===== src/core/rst_seq_pkg.sv =====
// Constants shared by the reset and back-up sequencer.
package rst_seq_pkg;
   localparam int unsigned STAB_MIN_CLKS     = 120;
   localparam int unsigned STAB_MAX_CLKS     = 144;
   localparam int unsigned STAB_CLKS         = STAB_MIN_CLKS;
   localparam int unsigned MACHINE_CYCLE_CLKS = 4;
   localparam int unsigned PC_WIDTH          = 14;
   localparam int unsigned STAB_CNT_WIDTH    = 8;
   localparam int unsigned LOW_CNT_WIDTH     = 4;
   localparam logic [PC_WIDTH-1:0] PC_RESET_VALUE = 14'h0000;
   localparam logic [31:0] ADDR_CTRL         = 32'h0000_0000;
   localparam logic [31:0] ADDR_STATUS       = 32'h0000_0004;
   localparam logic [31:0] ADDR_INSN         = 32'h0000_0008;
   localparam logic [31:0] ADDR_WAKE         = 32'h0000_000C;
   localparam int unsigned CTRL_SWRST_BIT    = 0;
   localparam int unsigned INSN_CODE_LSB     = 0;
   localparam int unsigned ST_CORE_RUN_BIT   = 0;
   localparam int unsigned ST_BACKUP_BIT     = 1;
   localparam int unsigned ST_PD_FLAG_BIT    = 2;
   localparam int unsigned ST_GLOBAL_IRQ_ENABLE_FLAG_BIT       = 3;
   localparam int unsigned ST_EXT0_IRQ_REQUEST_FLAG_BIT       = 4;
   localparam int unsigned ST_EXT1_IRQ_REQUEST_FLAG_BIT       = 5;
   localparam int unsigned ST_MON_EN_BIT     = 6;
   localparam int unsigned ST_STAB_BIT       = 7;
   localparam logic [1:0]  RESP_OKAY         = 2'b00;
   localparam logic [1:0]  RESP_SLVERR       = 2'b10;
   localparam logic [1:0]  INSN_NONE         = 2'h0;
   localparam logic [1:0]  INSN_ARM          = 2'h1;
   localparam logic [1:0]  INSN_POWER_OFF    = 2'h2;
   localparam logic [1:0]  INSN_OTHER        = 2'h3;
   typedef enum logic [1:0] {
      SEQ_RESET  = 2'b00,
      SEQ_STAB   = 2'b01,
      SEQ_RUN    = 2'b10,
      SEQ_BACKUP = 2'b11
   } seq_state_e;
endpackage


===== src/core/rst_req_if.sv =====
// Reset request bundle between the source combiner and the sequencer.
`timescale 1ns/1ps
`default_nettype none
interface rst_req_if;
   logic reset_req;
   logic pin_low_long;
   modport src (output reset_req, output pin_low_long);
   modport dst (input reset_req, input pin_low_long);
endinterface
`default_nettype wire


===== src/core/reset_source_combiner.sv =====
// Synchronises reset pin and monitor, merges all reset sources.
`timescale 1ns/1ps
`default_nettype none
module reset_source_combiner
   import rst_seq_pkg::*;
(
   input  wire logic  aclk,
   input  wire logic  aresetn,
   input  wire logic  reset_pin_n,
   input  wire logic  por_n,
   input  wire logic  supply_low,
   input  wire logic  supply_monitor_enable_pin,
   input  wire logic  sw_reset,
   rst_req_if.src     req
);
   logic [1:0] pin_sync_reg;
   logic [1:0] por_sync_reg;
   logic [1:0] low_sync_reg;
   logic [1:0] en_sync_reg;
   logic [LOW_CNT_WIDTH-1:0] low_cnt_reg;
   logic       req_reg;
   logic       pin_low_reg;

   // Pin and power-on stages reset to their idle level, so that no false
   // low is seen in the first cycles after reset.
   always_ff @(posedge aclk) begin
      if (!aresetn) begin
         pin_sync_reg <= 2'h3;
         por_sync_reg <= 2'h3;
         low_sync_reg <= 2'h0;
         en_sync_reg  <= 2'h0;
      end else begin
         pin_sync_reg <= {pin_sync_reg[0], reset_pin_n};
         por_sync_reg <= {por_sync_reg[0], por_n};
         low_sync_reg <= {low_sync_reg[0], supply_low};
         en_sync_reg  <= {en_sync_reg[0], supply_monitor_enable_pin};
      end
   end

   // A pin low for less than a machine cycle is treated as a glitch.
   always_ff @(posedge aclk) begin
      if (!aresetn) begin
         low_cnt_reg <= 4'h0;
      end else if (pin_sync_reg[1]) begin
         low_cnt_reg <= 4'h0;
      end else if (low_cnt_reg != LOW_CNT_WIDTH'(MACHINE_CYCLE_CLKS)) begin
         low_cnt_reg <= low_cnt_reg + 4'h1;
      end
   end

   always_ff @(posedge aclk) begin
      if (!aresetn) begin
         pin_low_reg <= 1'b0;
         req_reg     <= 1'b1;
      end else begin
         pin_low_reg <= (low_cnt_reg ==
                         LOW_CNT_WIDTH'(MACHINE_CYCLE_CLKS));
         req_reg <= (low_cnt_reg == LOW_CNT_WIDTH'(MACHINE_CYCLE_CLKS))
                  | !por_sync_reg[1]
                  | (low_sync_reg[1] & en_sync_reg[1])
                  | sw_reset;
      end
   end

   assign req.reset_req    = req_reg;
   assign req.pin_low_long = pin_low_reg;
endmodule
`default_nettype wire


===== src/core/wake_sync.sv =====
// Two-stage synchroniser with rising-edge pulse for the wakeup input.
`timescale 1ns/1ps
`default_nettype none
module wake_sync (
   input  wire logic aclk,
   input  wire logic aresetn,
   input  wire logic async_in,
   output logic      rise_pulse
);
   logic [2:0] sync_reg;

   always_ff @(posedge aclk) begin
      if (!aresetn) begin
         sync_reg <= 3'h0;
      end else begin
         sync_reg <= {sync_reg[1:0], async_in};
      end
   end

   assign rise_pulse = sync_reg[1] & !sync_reg[2];
endmodule
`default_nettype wire


===== src/core/reset_and_backup_sequencer.sv =====
// Reset, stabilisation and RAM back-up sequencer with AXI4-Lite registers.
`timescale 1ns/1ps
`default_nettype none
// Behaviour
// Reset pin low for one machine cycle or more causes system reset.
// After release wait 120 to 144 oscillator clocks before running.
// Reset loads program counter with zero: address zero, page zero.
// Reset clears interrupt enable, power-down and both external request flags.
// Auxiliary 2, 3 and 8-bit pointers stay undefined; software sets them.
// Undefined state after reset must be initialised by software.
// Built-in power-on reset resets the device without external pulse.
// Supply drop below threshold resets the whole device.
// Supply monitor active in run and back-up only when enable pin high.
// Back-up entered only when power-off directly follows arm instruction.
// Back-up stops oscillator, keeps RAM and reset circuitry state.
// Return from back-up starts at address zero, page zero.
// Power-down flag is 1 after wakeup, 0 after any reset.
// Reset pin synchronised; all reset sources merge into one request.
// Stabilising count restarts on any reset; release after full count.
module reset_and_backup_sequencer
   import rst_seq_pkg::*;
#(
   parameter int unsigned STAB_COUNT = STAB_CLKS
)
(
   input  wire logic                aclk,
   input  wire logic                aresetn,
   input  wire logic                reset_pin_n,
   input  wire logic                por_n,
   input  wire logic                supply_low,
   input  wire logic                supply_monitor_enable_pin,
   input  wire logic                ext_wakeup,
   output logic                     core_reset_n,
   output logic                     osc_enable,
   output logic [PC_WIDTH-1:0]      program_counter,
   output logic                     global_irq_enable_flag,
   output logic                     ext0_irq_request_flag,
   output logic                     ext1_irq_request_flag,
   output logic                     power_down_flag,
   input  wire logic [31:0]         s_axi_awaddr,
   input  wire logic                s_axi_awvalid,
   output logic                     s_axi_awready,
   input  wire logic [31:0]         s_axi_wdata,
   input  wire logic [3:0]          s_axi_wstrb,
   input  wire logic                s_axi_wvalid,
   output logic                     s_axi_wready,
   output logic [1:0]               s_axi_bresp,
   output logic                     s_axi_bvalid,
   input  wire logic                s_axi_bready,
   input  wire logic [31:0]         s_axi_araddr,
   input  wire logic                s_axi_arvalid,
   output logic                     s_axi_arready,
   output logic [31:0]              s_axi_rdata,
   output logic [1:0]               s_axi_rresp,
   output logic                     s_axi_rvalid,
   input  wire logic                s_axi_rready
);
   rst_req_if  req_bus ();
   seq_state_e state_reg;
   logic [STAB_CNT_WIDTH-1:0] stab_cnt_reg;
   logic       sw_reset_reg;
   logic       armed_reg;
   logic       wake_pulse;
   logic       aw_held_reg;
   logic       w_held_reg;
   logic [31:0] awaddr_reg;
   logic [31:0] wdata_reg;
   logic [3:0]  wstrb_reg;
   logic        wr_fire;
   logic        insn_valid;
   logic [1:0]  insn_code;
   logic [31:0] status_word;
   logic [1:0]  mon_en_sync_reg;

   // One aligned word per register, so only bits 31:2 select it.
   function automatic logic word_hit(input logic [31:0] addr,
                                     input logic [31:0] base);
      return addr[31:2] == base[31:2];
   endfunction

   // The enable pin is read back as status, so it passes its own two flops.
   always_ff @(posedge aclk) begin
      if (!aresetn) begin
         mon_en_sync_reg <= 2'h0;
      end else begin
         mon_en_sync_reg <= {mon_en_sync_reg[0], supply_monitor_enable_pin};
      end
   end

   reset_source_combiner u_comb (
      .aclk                      (aclk),
      .aresetn                   (aresetn),
      .reset_pin_n               (reset_pin_n),
      .por_n                     (por_n),
      .supply_low                (supply_low),
      .supply_monitor_enable_pin (supply_monitor_enable_pin),
      .sw_reset                  (sw_reset_reg),
      .req                       (req_bus)
   );

   wake_sync u_wake (
      .aclk       (aclk),
      .aresetn    (aresetn),
      .async_in   (ext_wakeup),
      .rise_pulse (wake_pulse)
   );

   // Write channel: address and data are taken in either order.
   assign wr_fire = aw_held_reg & w_held_reg & !s_axi_bvalid;

   always_ff @(posedge aclk) begin
      if (!aresetn) begin
         aw_held_reg   <= 1'b0;
         w_held_reg    <= 1'b0;
         s_axi_awready <= 1'b0;
         s_axi_wready  <= 1'b0;
         awaddr_reg    <= 32'h0000_0000;
         wdata_reg     <= 32'h0000_0000;
         wstrb_reg     <= 4'h0;
      end else begin
         s_axi_awready <= !aw_held_reg & !s_axi_awready & s_axi_awvalid;
         s_axi_wready  <= !w_held_reg & !s_axi_wready & s_axi_wvalid;
         if (s_axi_awvalid & s_axi_awready) begin
            aw_held_reg <= 1'b1;
            awaddr_reg  <= s_axi_awaddr;
         end else if (wr_fire) begin
            aw_held_reg <= 1'b0;
         end
         if (s_axi_wvalid & s_axi_wready) begin
            w_held_reg <= 1'b1;
            wdata_reg  <= s_axi_wdata;
            wstrb_reg  <= s_axi_wstrb;
         end else if (wr_fire) begin
            w_held_reg <= 1'b0;
         end
      end
   end

   always_ff @(posedge aclk) begin
      if (!aresetn) begin
         s_axi_bvalid <= 1'b0;
         s_axi_bresp  <= RESP_OKAY;
      end else if (wr_fire) begin
         s_axi_bvalid <= 1'b1;
         s_axi_bresp  <= (word_hit(awaddr_reg, ADDR_CTRL) ||
                          word_hit(awaddr_reg, ADDR_INSN))
                         ? RESP_OKAY : RESP_SLVERR;
      end else if (s_axi_bready) begin
         s_axi_bvalid <= 1'b0;
      end
   end

   assign insn_valid = wr_fire & wstrb_reg[0] &
                       word_hit(awaddr_reg, ADDR_INSN);
   assign insn_code  = wdata_reg[INSN_CODE_LSB +: 2];

   // Software reset pulse, only from a running core.
   always_ff @(posedge aclk) begin
      if (!aresetn) begin
         sw_reset_reg <= 1'b0;
      end else begin
         sw_reset_reg <= wr_fire & wstrb_reg[0] &
                         word_hit(awaddr_reg, ADDR_CTRL) &
                         wdata_reg[CTRL_SWRST_BIT] & (state_reg == SEQ_RUN);
      end
   end

   // Arm flag lives only for the very next instruction.
   always_ff @(posedge aclk) begin
      if (!aresetn || state_reg != SEQ_RUN) begin
         armed_reg <= 1'b0;
      end else if (insn_valid) begin
         armed_reg <= (insn_code == INSN_ARM);
      end
   end

   // Sequencer: any request restarts the stabilising wait.
   always_ff @(posedge aclk) begin
      if (!aresetn) begin
         state_reg    <= SEQ_RESET;
         stab_cnt_reg <= 8'h00;
      end else if (req_bus.reset_req) begin
         state_reg    <= SEQ_RESET;
         stab_cnt_reg <= 8'h00;
      end else begin
         unique case (state_reg)
            SEQ_RESET: begin
               state_reg    <= SEQ_STAB;
               stab_cnt_reg <= 8'h00;
            end
            SEQ_STAB: begin
               if (stab_cnt_reg == STAB_CNT_WIDTH'(STAB_COUNT - 1)) begin
                  state_reg <= SEQ_RUN;
               end else begin
                  stab_cnt_reg <= stab_cnt_reg + 8'h01;
               end
            end
            SEQ_RUN: begin
               if (insn_valid && insn_code == INSN_POWER_OFF &&
                   armed_reg) begin
                  state_reg <= SEQ_BACKUP;
               end
            end
            SEQ_BACKUP: begin
               if (wake_pulse) begin
                  state_reg    <= SEQ_STAB;
                  stab_cnt_reg <= 8'h00;
               end
            end
         endcase
      end
   end

   // Clock gate and core release follow the sequencer state.
   always_ff @(posedge aclk) begin
      if (!aresetn) begin
         osc_enable   <= 1'b1;
         core_reset_n <= 1'b0;
      end else begin
         osc_enable   <= (state_reg != SEQ_BACKUP);
         core_reset_n <= (state_reg == SEQ_RUN) & !req_bus.reset_req;
      end
   end

   // Power-down flag is a warm-start marker; no reset source sets it.
   always_ff @(posedge aclk) begin
      if (!aresetn || req_bus.reset_req) begin
         power_down_flag <= 1'b0;
      end else if (state_reg == SEQ_BACKUP && wake_pulse) begin
         power_down_flag <= 1'b1;
      end
   end

   // Both reset and wakeup restart the core from page zero.
   // Only these outputs get defined values; pointers and other core state
   // are not held here and stay for software to initialise.
   always_ff @(posedge aclk) begin
      if (!aresetn || state_reg != SEQ_RUN) begin
         program_counter        <= PC_RESET_VALUE;
         global_irq_enable_flag <= 1'b0;
         ext0_irq_request_flag  <= 1'b0;
         ext1_irq_request_flag  <= 1'b0;
      end
   end

   assign status_word = {24'h000000,
                         state_reg == SEQ_STAB,
                         mon_en_sync_reg[1],
                         ext1_irq_request_flag,
                         ext0_irq_request_flag,
                         global_irq_enable_flag,
                         power_down_flag,
                         state_reg == SEQ_BACKUP,
                         core_reset_n};

   // Read channel: one cycle to accept, data on the next.
   always_ff @(posedge aclk) begin
      if (!aresetn) begin
         s_axi_arready <= 1'b0;
         s_axi_rvalid  <= 1'b0;
         s_axi_rdata   <= 32'h0000_0000;
         s_axi_rresp   <= RESP_OKAY;
      end else begin
         s_axi_arready <= s_axi_arvalid & !s_axi_arready & !s_axi_rvalid;
         if (s_axi_arvalid & s_axi_arready) begin
            s_axi_rvalid <= 1'b1;
            s_axi_rresp  <= RESP_OKAY;
            unique case (s_axi_araddr[31:2])
               ADDR_STATUS[31:2]: s_axi_rdata <= status_word;
               ADDR_CTRL[31:2],
               ADDR_INSN[31:2]:   s_axi_rdata <= 32'h0000_0000;
               default: begin
                  s_axi_rdata <= 32'h0000_0000;
                  s_axi_rresp <= RESP_SLVERR;
               end
            endcase
         end else if (s_axi_rready) begin
            s_axi_rvalid <= 1'b0;
         end
      end
   end
endmodule
`default_nettype wire


===== config.mk =====
export PLATFORM = sky130hd
export DESIGN_NAME = reset_and_backup_sequencer
export DESIGN_NICKNAME = d
export VERILOG_FILES = /design/src/core/rst_seq_pkg.sv /design/src/core/rst_req_if.sv /design/src/core/reset_source_combiner.sv /design/src/core/wake_sync.sv /design/src/core/reset_and_backup_sequencer.sv
export SDC_FILE = /design/constraint.sdc
export NUM_CORES = 1
export LEC_CHECK = 0
export BUFFER_PORTS_ARGS = -buffer_cell sky130_fd_sc_hd__buf_2
export CORE_UTILIZATION = 46
export CTS_CLUSTER_SIZE = 30
export DETAILED_ROUTE_END_ITERATION = 10
export PLACE_DENSITY = 0.8
export SLEW_MARGIN = 20
export SYNTH_ARGS = -nofsm -noshare
export SYNTH_HDL_FRONTEND = slang
export SYNTH_SLANG_ARGS = --single-unit

===== constraint.sdc =====
create_clock -name aclk -period 2.2 [get_ports aclk]
set_input_delay 0.11 -clock aclk [delete_from_list [all_inputs] [get_ports aclk]]
set_output_delay 0.11 -clock aclk [all_outputs]
set_load 0.005 [all_outputs]

==> summary.md, run 1 <==
| Metric | Value |
|---|---|
| Outcome | `finished, final reports clean` |
| Final net count | `640` |
| PD cells | `around 620 nW/µm²` |
| Worst skew pair latency | `approximately 0.35 ns` |
| Reg clk slew, reported paths | `about 0.080 ns` |
| Critical Setup Path Class | `reg -> reg` |
| Reg-to-reg slack, setup | `0.25 ns` |
| Main synth FF type | `dfxtp_1` |
| Area of the multi-input gates | `1740 µm²` |
| CP Data Required Time | `2.45 ns` |
| DR top layer | `met4` |
| Met3 wire length | `449 µm` |
| # port buffers | `89` |
| Max-Cap Viols | `0` |
| Synth cell count leaders | `78 x dfxtp_1, 76 x nand2_1, 46 x buf_4, 36 x a21boi_0, 14 x clkbuf_1` |
| Fmax | `approximately 510 MHz` |
| Pin count of the biggest net entering global routing | `49` |
| Met1 wire length | `2.92 mm` |
| Async set-reset flop share out of synthesis | `0%` |
| Post_cts resized | `0` |
| CTS max path bufs | `2` |
| Number of synthesized flops with an enable pin | `0` |
| Layout cells sized above 1 | `21.9%` |
| GRT Residual Overflow | `0` |
| Slew Limit Fails | `0` |
| Crit path max fanout | `5` |
| Sw frac | `25.7%` |
| Synth top area share | `~44%` |
| HPWL Detailed | `between 5 and 6 mm` |
| P_int | `2.02 mW` |
| Clk_skew | `roughly 0.012 ns` |
| Ranking of synthesized cells by area | `dfxtp_1 44%, buf_4 9.7%, nand2_1 8.0%, a21boi_0 7.6%, ha_1 2.8%` |
| Final setup vio count | `0` |
| Post-route DRC | `0` |
| Setup TNS | `0 ns` |
| Hold depth | `3` |
| DR vias/cell | `4.82` |
| ANT cells | `0` |
| CTS tree | `done` |
| Fin worst setup slack | `0.248 ns` |
| Finished Core Util | `59.6%` |
| Worst setup EP type | `flop` |
| Hold Startpoint | `s_axi_awaddr[26]` |
| Tcrit/Tclk final | `88.7%` |
| Tmin final | `between 1.5 and 2 ns` |
| Antenna Violating Nets Remaining | `0` |
| Leak pwr | `1.79 nW` |
| Crit path DAT | `roughly 2.2 ns` |
| Hold worst-path end | `awaddr_reg[26]$_SDFFE_PN0P_` |
| Area growth from synthesis to layout | `23.6%` |
| RSZ-0062 raised after global routing | `false` |
| Htree depth | `3` |
| Synth warnings | `0` |
| R2R Path End | `state_reg[0]$_SDFFE_PP0P_` |
| Setup crit start kind | `flop` |
| Postcts setup bufs | `0` |
| Core ar. | `7370 µm²` |
| Final wirelength | `7.03 mm` |
| Reg-to-reg startpoint | `stab_cnt_reg[0]$_SDFFE_PP0P_` |
| Switching power | `0.700 mW` |
| DR iter-0 viols | `64` |
| First-pass iteration count of the detailed router | `4` |
| Max reg flops | `30` |
| Met2 WL | `3.57 mm` |
| Fillers | `670` |
| Sequential fraction of the synthesis area | `~44%` |
| Starting Density | `48.3%` |
| Maximum VDD drop | `0.423 mV` |
| Class of the worst hold path | `in -> reg` |
| Row cnt | `31` |
| Number of I/O pins | `between 150 and 200` |
| Die X | `89.9 µm` |
| CTS Sinks | `78` |
| Clock share of power | `35.5%` |
| Slew @ Worst Pin | `approximately 0.50 ns` |
| Post-Synthesis Cell Area | `3560 µm²` |
| Total number of vias | `roughly 3000` |
| Die area | `8090 µm²` |
| Seq pwr share | `a little over half` |
| Relative slew slack | `66.3%` |
| Register-to-Register Path Depth | `6` |
| Pre-CTS WS | `0.309 ns` |
| Average wire per cell in the routed design | `11.3 µm` |
| Initial antenna violation count | `0` |
| Register area | `between 1500 and 2000 µm²` |
| Cells after Synth | `404` |
| Fin Hold WS | `0.0209 ns` |
| Die height | `89.9 µm` |
| Endpoints failing hold | `0` |
| GPL Wtd Cong | `about 0.76` |
| Synth area leader | `dfxtp_1` |
| Vias in the first global route | `2699` |
| Top-count cell post-synth | `dfxtp_1` |
| GR Util All Layers | `17.6%` |
| Yosys cell types | `48` |
| CTS Buf Count | `9` |
| First-pass GRT wire length | `11.7 mm` |
| Root Driver | `clkbuf_8` |
| Mean area per synthesized cell | `8.80 µm²` |
| Comb pwr share | `10.2%` |
| Synth Register Bits | `slightly below 80` |
## worst max-delay path by stage
stage / start / end / slack [ns]
after CTS: stab_cnt_reg[0]$_SDFFE_PP0P_ / state_reg[0]$_SDFFE_PP0P_ / 0.26
after floorplan: state_reg[1]$_SDFFE_PP0P_ / stab_cnt_reg[5]$_SDFFE_PP0P_ / 0.56
after global routing: stab_cnt_reg[0]$_SDFFE_PP0P_ / state_reg[0]$_SDFFE_PP0P_ / 0.13
after global placement: stab_cnt_reg[0]$_SDFFE_PP0P_ / state_reg[0]$_SDFFE_PP0P_ / 0.42
after detailed placement: stab_cnt_reg[0]$_SDFFE_PP0P_ / state_reg[0]$_SDFFE_PP0P_ / 0.31
final: stab_cnt_reg[0]$_SDFFE_PP0P_ / state_reg[0]$_SDFFE_PP0P_ / 0.25
## final cells by class
class                           instances  share of cell area, %
Timing Repair Buffer                  120                   17.3
Clock buffer                            9                   2.82
Multi-Input combinational cell        303                   39.5
Clock inverter                          7                   1.34
Tap cell                               99                   2.82
Inverter                                8                  0.683
Sequential cell                        78                   35.5
## timing repair
| action | in CTS | in global routing |
|---|---|---|
| endpoints found under the setup margin | 0 | 0 |
| hold buffers | 27 | 1 |
| endpoints found under the hold margin | 27 | 1 |
## metrics by stage
stage          cells  power [mW]  instance area (µm²)
6_report         624        2.72                 4400
5_1_grt          624        2.85                 4400
4_1_cts          623        2.75                 4390
3_5_place_dp     580        1.75                 3930
3_3_place_gp     580        1.74                 3930
2_1_floorplan    449        1.70                 3730
## logic make-up after synthesis
logic type | share of synthesized area, %
AOI/OAI and AO/OA | 14.2
xor gates and xnor gates | 1.72
adders and majority gates | 2.81
buffers and inverters | 12.0
DFF | 43.9
muxes | 0.281
other | 0.105
and+or+nand+nor | 25.0
## cell usage in the layout, fill, tap and decap left out, types with 2 or more instances in the layout
cell type	synthesis	final
o21ai_1	2	2
a21oi_1	10	10
nand2_1	76	76
o21ai_0	5	5
nor4_1	12	12
clkbuf_8	0	9
conb_1	1	46
ha_1	8	8
buf_4	46	2
a211oi_1	2	2
buf_2	0	89
nand2b_1	9	9
dlygate4sd3_1	0	28
nor4bb_1	3	3
nand3_1	12	12
nand4_1	3	3
nor2b_1	8	8
and4_1	3	3
nor3_1	5	5
a22oi_1	5	5
o31ai_1	2	2
xnor2_1	6	6
nor2_1	13	13
inv_1	8	8
and2_1	11	11
nor4b_1	2	2
nand3b_1	2	2
o311ai_1	2	2
a21boi_0	36	36
clkinvlp_4	0	4
dfxtp_1	78	78
## worst max-delay path: stages (launching register included)
cell      delay [ns]
dfxtp_1         0.38
ha_1            0.27
nand4_1         0.19
o31ai_1         0.50
nor4b_1         0.30
o21ai_0         0.12
o311ai_1        0.10
## power groups by stage
stage	logic [mW]	registers, mW	clock network (mW)
finish	0.278	1.48	0.966
global route	0.309	1.48	1.06
CTS	0.276	1.48	0.999
detailed placement	0.239	1.51	0
global placement	0.233	1.51	0
floorplan	0.197	1.50	0
## layer usage
metal / vias to the layer above / GRT usage (%)
li1: 1523 / -
met1: 1373 / 19.6
met2: 99 / 31.5
met3: 12 / 6.26
met4: 0 / 5.24
met5: - / 0
Power figures use the tool's default switching activity.
==> run 2: changes to the inputs <==
--- a/config.mk
+++ b/config.mk
@@ -6,11 +6,12 @@
 export NUM_CORES = 1
 export LEC_CHECK = 0
 export BUFFER_PORTS_ARGS = -buffer_cell sky130_fd_sc_hd__buf_2
-export CORE_UTILIZATION = 46
+export CORE_UTILIZATION = 47
 export CTS_CLUSTER_SIZE = 30
 export DETAILED_ROUTE_END_ITERATION = 10
-export PLACE_DENSITY = 0.8
+export PLACE_DENSITY = 0.81
 export SLEW_MARGIN = 20
 export SYNTH_ARGS = -nofsm -noshare
 export SYNTH_HDL_FRONTEND = slang
+export SYNTH_HIERARCHICAL = 1
 export SYNTH_SLANG_ARGS = --single-unit
==> summary.md, run 2 <==
| Metric | Value |
|---|---|
| Outcome | `finished, final reports clean` |
| Reg-to-reg slack, setup | `~0.33 ns` |
| Setup crit start kind | `flop` |
| Max incr delay on CP | `0.54 ns` |
| Starting Density | `49.3%` |
| Mean area per synthesized cell | `around 9.3 µm²` |
| Class of the worst hold path | `in -> reg` |
| Number of I/O pins | `173` |
| Synth warnings | `6` |
| Die X | `89.9 µm` |
| Commonest cells after routing, fill and taps aside | `89 x buf_2, 80 x dfxtp_1, 71 x nand2_1` |
| Crit path max fanout | `6` |
| Post-route cell area | `between 4000 and 5000 µm²` |
| CTS Buf Count | `9` |
| CTS Sinks | `80` |
| Leak pwr | `1.93 nW` |
| R2R Path End | `state_reg[1]$_SDFFE_PP0P_` |
| Root Driver | `clkbuf_8` |
| Final setup vio count | `0` |
| Layout cells sized above 1 | `23.4%` |
| Top delay family on crit path | `simple AND/OR/NAND/NOR gates` |
| CTS tree | `done` |
| Vias in the first global route | `2792` |
| Register-to-Register Path Depth | `5` |
| Placed cell area | `4040 µm²` |
| GPL Wtd Cong | `slightly above 0.8` |
| Total number of vias | `2953` |
| Max-Cap Viols | `0` |
| Htree depth | `3` |
| RSZ-0062 raised after global routing | `false` |
| DR vias/cell | `roughly 4.8` |
| Reg clk slew, reported paths | `0.08 ns` |
| First-pass iteration count of the detailed router | `5` |
| # port buffers | `89` |
| Post-Synthesis Cell Area | `roughly 3600 µm²` |
| Postcts setup bufs | `0` |
| ANT cells | `0` |
| Hold depth | `3` |
| DR iter-0 viols | `90` |
| Cells after Synth | `around 400` |
| Slew @ Worst Pin | `0.523 ns` |
| Initial antenna violation count | `0` |
| Clk_skew | `about 0.007 ns` |
| Crit-path cells | `or4_4 > nor3_2 > nor4b_4 > a211oi_1 > a211oi_1` |
| Critical Setup Path Class | `reg -> reg` |
| Worst skew pair latency | `0.35 ns` |
| CP Data Required Time | `2.45 ns` |
| Die height | `approximately 90 µm` |
| Slowest cell on crit path | `or4_4` |
| Antenna Violating Nets Remaining | `0` |
| Row cnt | `31` |
| Endpoints failing hold | `0` |
| Final wirelength | `7.28 mm` |
| Most common cell after layout, fill and taps aside | `buf_2` |
| Final net count | `637` |
| Crit path buf inv count | `0` |
| Fmax | `between 500 and 600 MHz` |
| GRT Residual Overflow | `0` |
| Core ar. | `7370 µm²` |
| CTS max path bufs | `2` |
| HPWL Detailed | `4.97 mm` |
| Pin count of the biggest net entering global routing | `43` |
| Hold Startpoint | `s_axi_awaddr[31]` |
| Area growth from synthesis to layout | `26.3%` |
| Worst setup EP type | `flop` |
| First-pass GRT wire length | `roughly 12 mm` |
| Tmin final | `1.87 ns` |
| Hold worst-path end | `awaddr_reg[31]$_SDFFE_PN0P_` |
| Max reg flops | `30` |
| Maximum VDD drop | `0.396 mV` |
| Slew Limit Fails | `0` |
| Cell repeated most along the worst path | `a211oi_1` |
| PD cells | `664 nW/µm²` |
| Post-route DRC | `0` |
| Tcrit/Tclk final | `84.9%` |
| Crit path DAT | `~2.1 ns` |
| GR Util All Layers | `between 10% and 20%` |
| Reg-to-reg startpoint | `awaddr_reg[5]$_SDFFE_PN0P_` |
| Relative slew slack | `64.8%` |
| Die area | `8090 µm²` |
| Setup TNS | `0 ns` |
| Average wire per cell in the routed design | `between 10 and 15 µm` |
[run 2: tightest hold or removal path: cells and delay by family]
kind | cells | cell delay [ns]
compound gates | 1 | 0.05
buf+inv | 1 | 0.09
simple gates | 1 | 0.06
[run 2: where the power goes]
part,switching (mW),leakage [nW],internal (mW)
Sequential,0.0287,0.651,1.49
Clock,0.510,0.119,0.699
Combinational,0.145,1.16,0.174
Total,0.684,1.93,2.36
[run 2: worst max-delay path by stage]
| stage | slack, ns | cells past startpoint | to | startpoint |
|---|---|---|---|---|
| 4_1_cts | 0.33 | 5 | state_reg[1]$_SDFFE_PP0P_ | awaddr_reg[5]$_SDFFE_PN0P_ |
| 2_1_floorplan | 0.57 | 5 | state_reg[0]$_SDFFE_PP0P_ | awaddr_reg[5]$_SDFFE_PN0P_ |
| 3_5_place_dp | 0.35 | 5 | state_reg[1]$_SDFFE_PP0P_ | awaddr_reg[5]$_SDFFE_PN0P_ |
| 5_1_grt | 0.15 | 6 | state_reg[1]$_SDFFE_PP0P_ | stab_cnt_reg[1]$_SDFFE_PP0P_ |
| 3_3_place_gp | 0.46 | 5 | state_reg[0]$_SDFFE_PP0P_ | awaddr_reg[23]$_SDFFE_PN0P_ |
| 6_report | 0.33 | 5 | state_reg[1]$_SDFFE_PP0P_ | awaddr_reg[5]$_SDFFE_PN0P_ |
[run 2: routing by layer]
layer	track usage [%]	share of wire (%)	up-vias	wire length, µm
met2	34.1	52	103	3760
met5	0	0	-	0
met3	6.26	6.4	8	462
met4	6.05	1.2	0	86
li1	-	-	1497	-
met1	20.2	41	1345	2970
[run 2: repair_timing]
action,CTS,global route
hold endpoints to repair,33,0
hold buffers,32,0
gates resized for setup,0,0
[run 2: through the flow]
step	std cells	utilization (%)	hold slack (ns)	total power [mW]	setup WS, ns
final	621	62.3	0.00992	3.05	0.333
after global routing	621	62.3	0.0130	3.18	0.147
after CTS	621	62.3	0.00220	3.08	0.330
after detailed placement	573	54.8	0.296	1.82	0.354
after global placement	573	54.8	0.296	1.81	0.456
after floorplan	437	-	0.206	1.77	0.573
[run 2: layout make-up]
cell class / count / area, µm²
fillers: 635 / 2780
multi-input cells: 291 / 1770
flip-flops and latches: 80 / 1600
repair buffers: 127 / 823
clock buffers: 11 / 151
well taps: 99 / 124
clock inverters: 5 / 78.8
inverters: 8 / 43.8
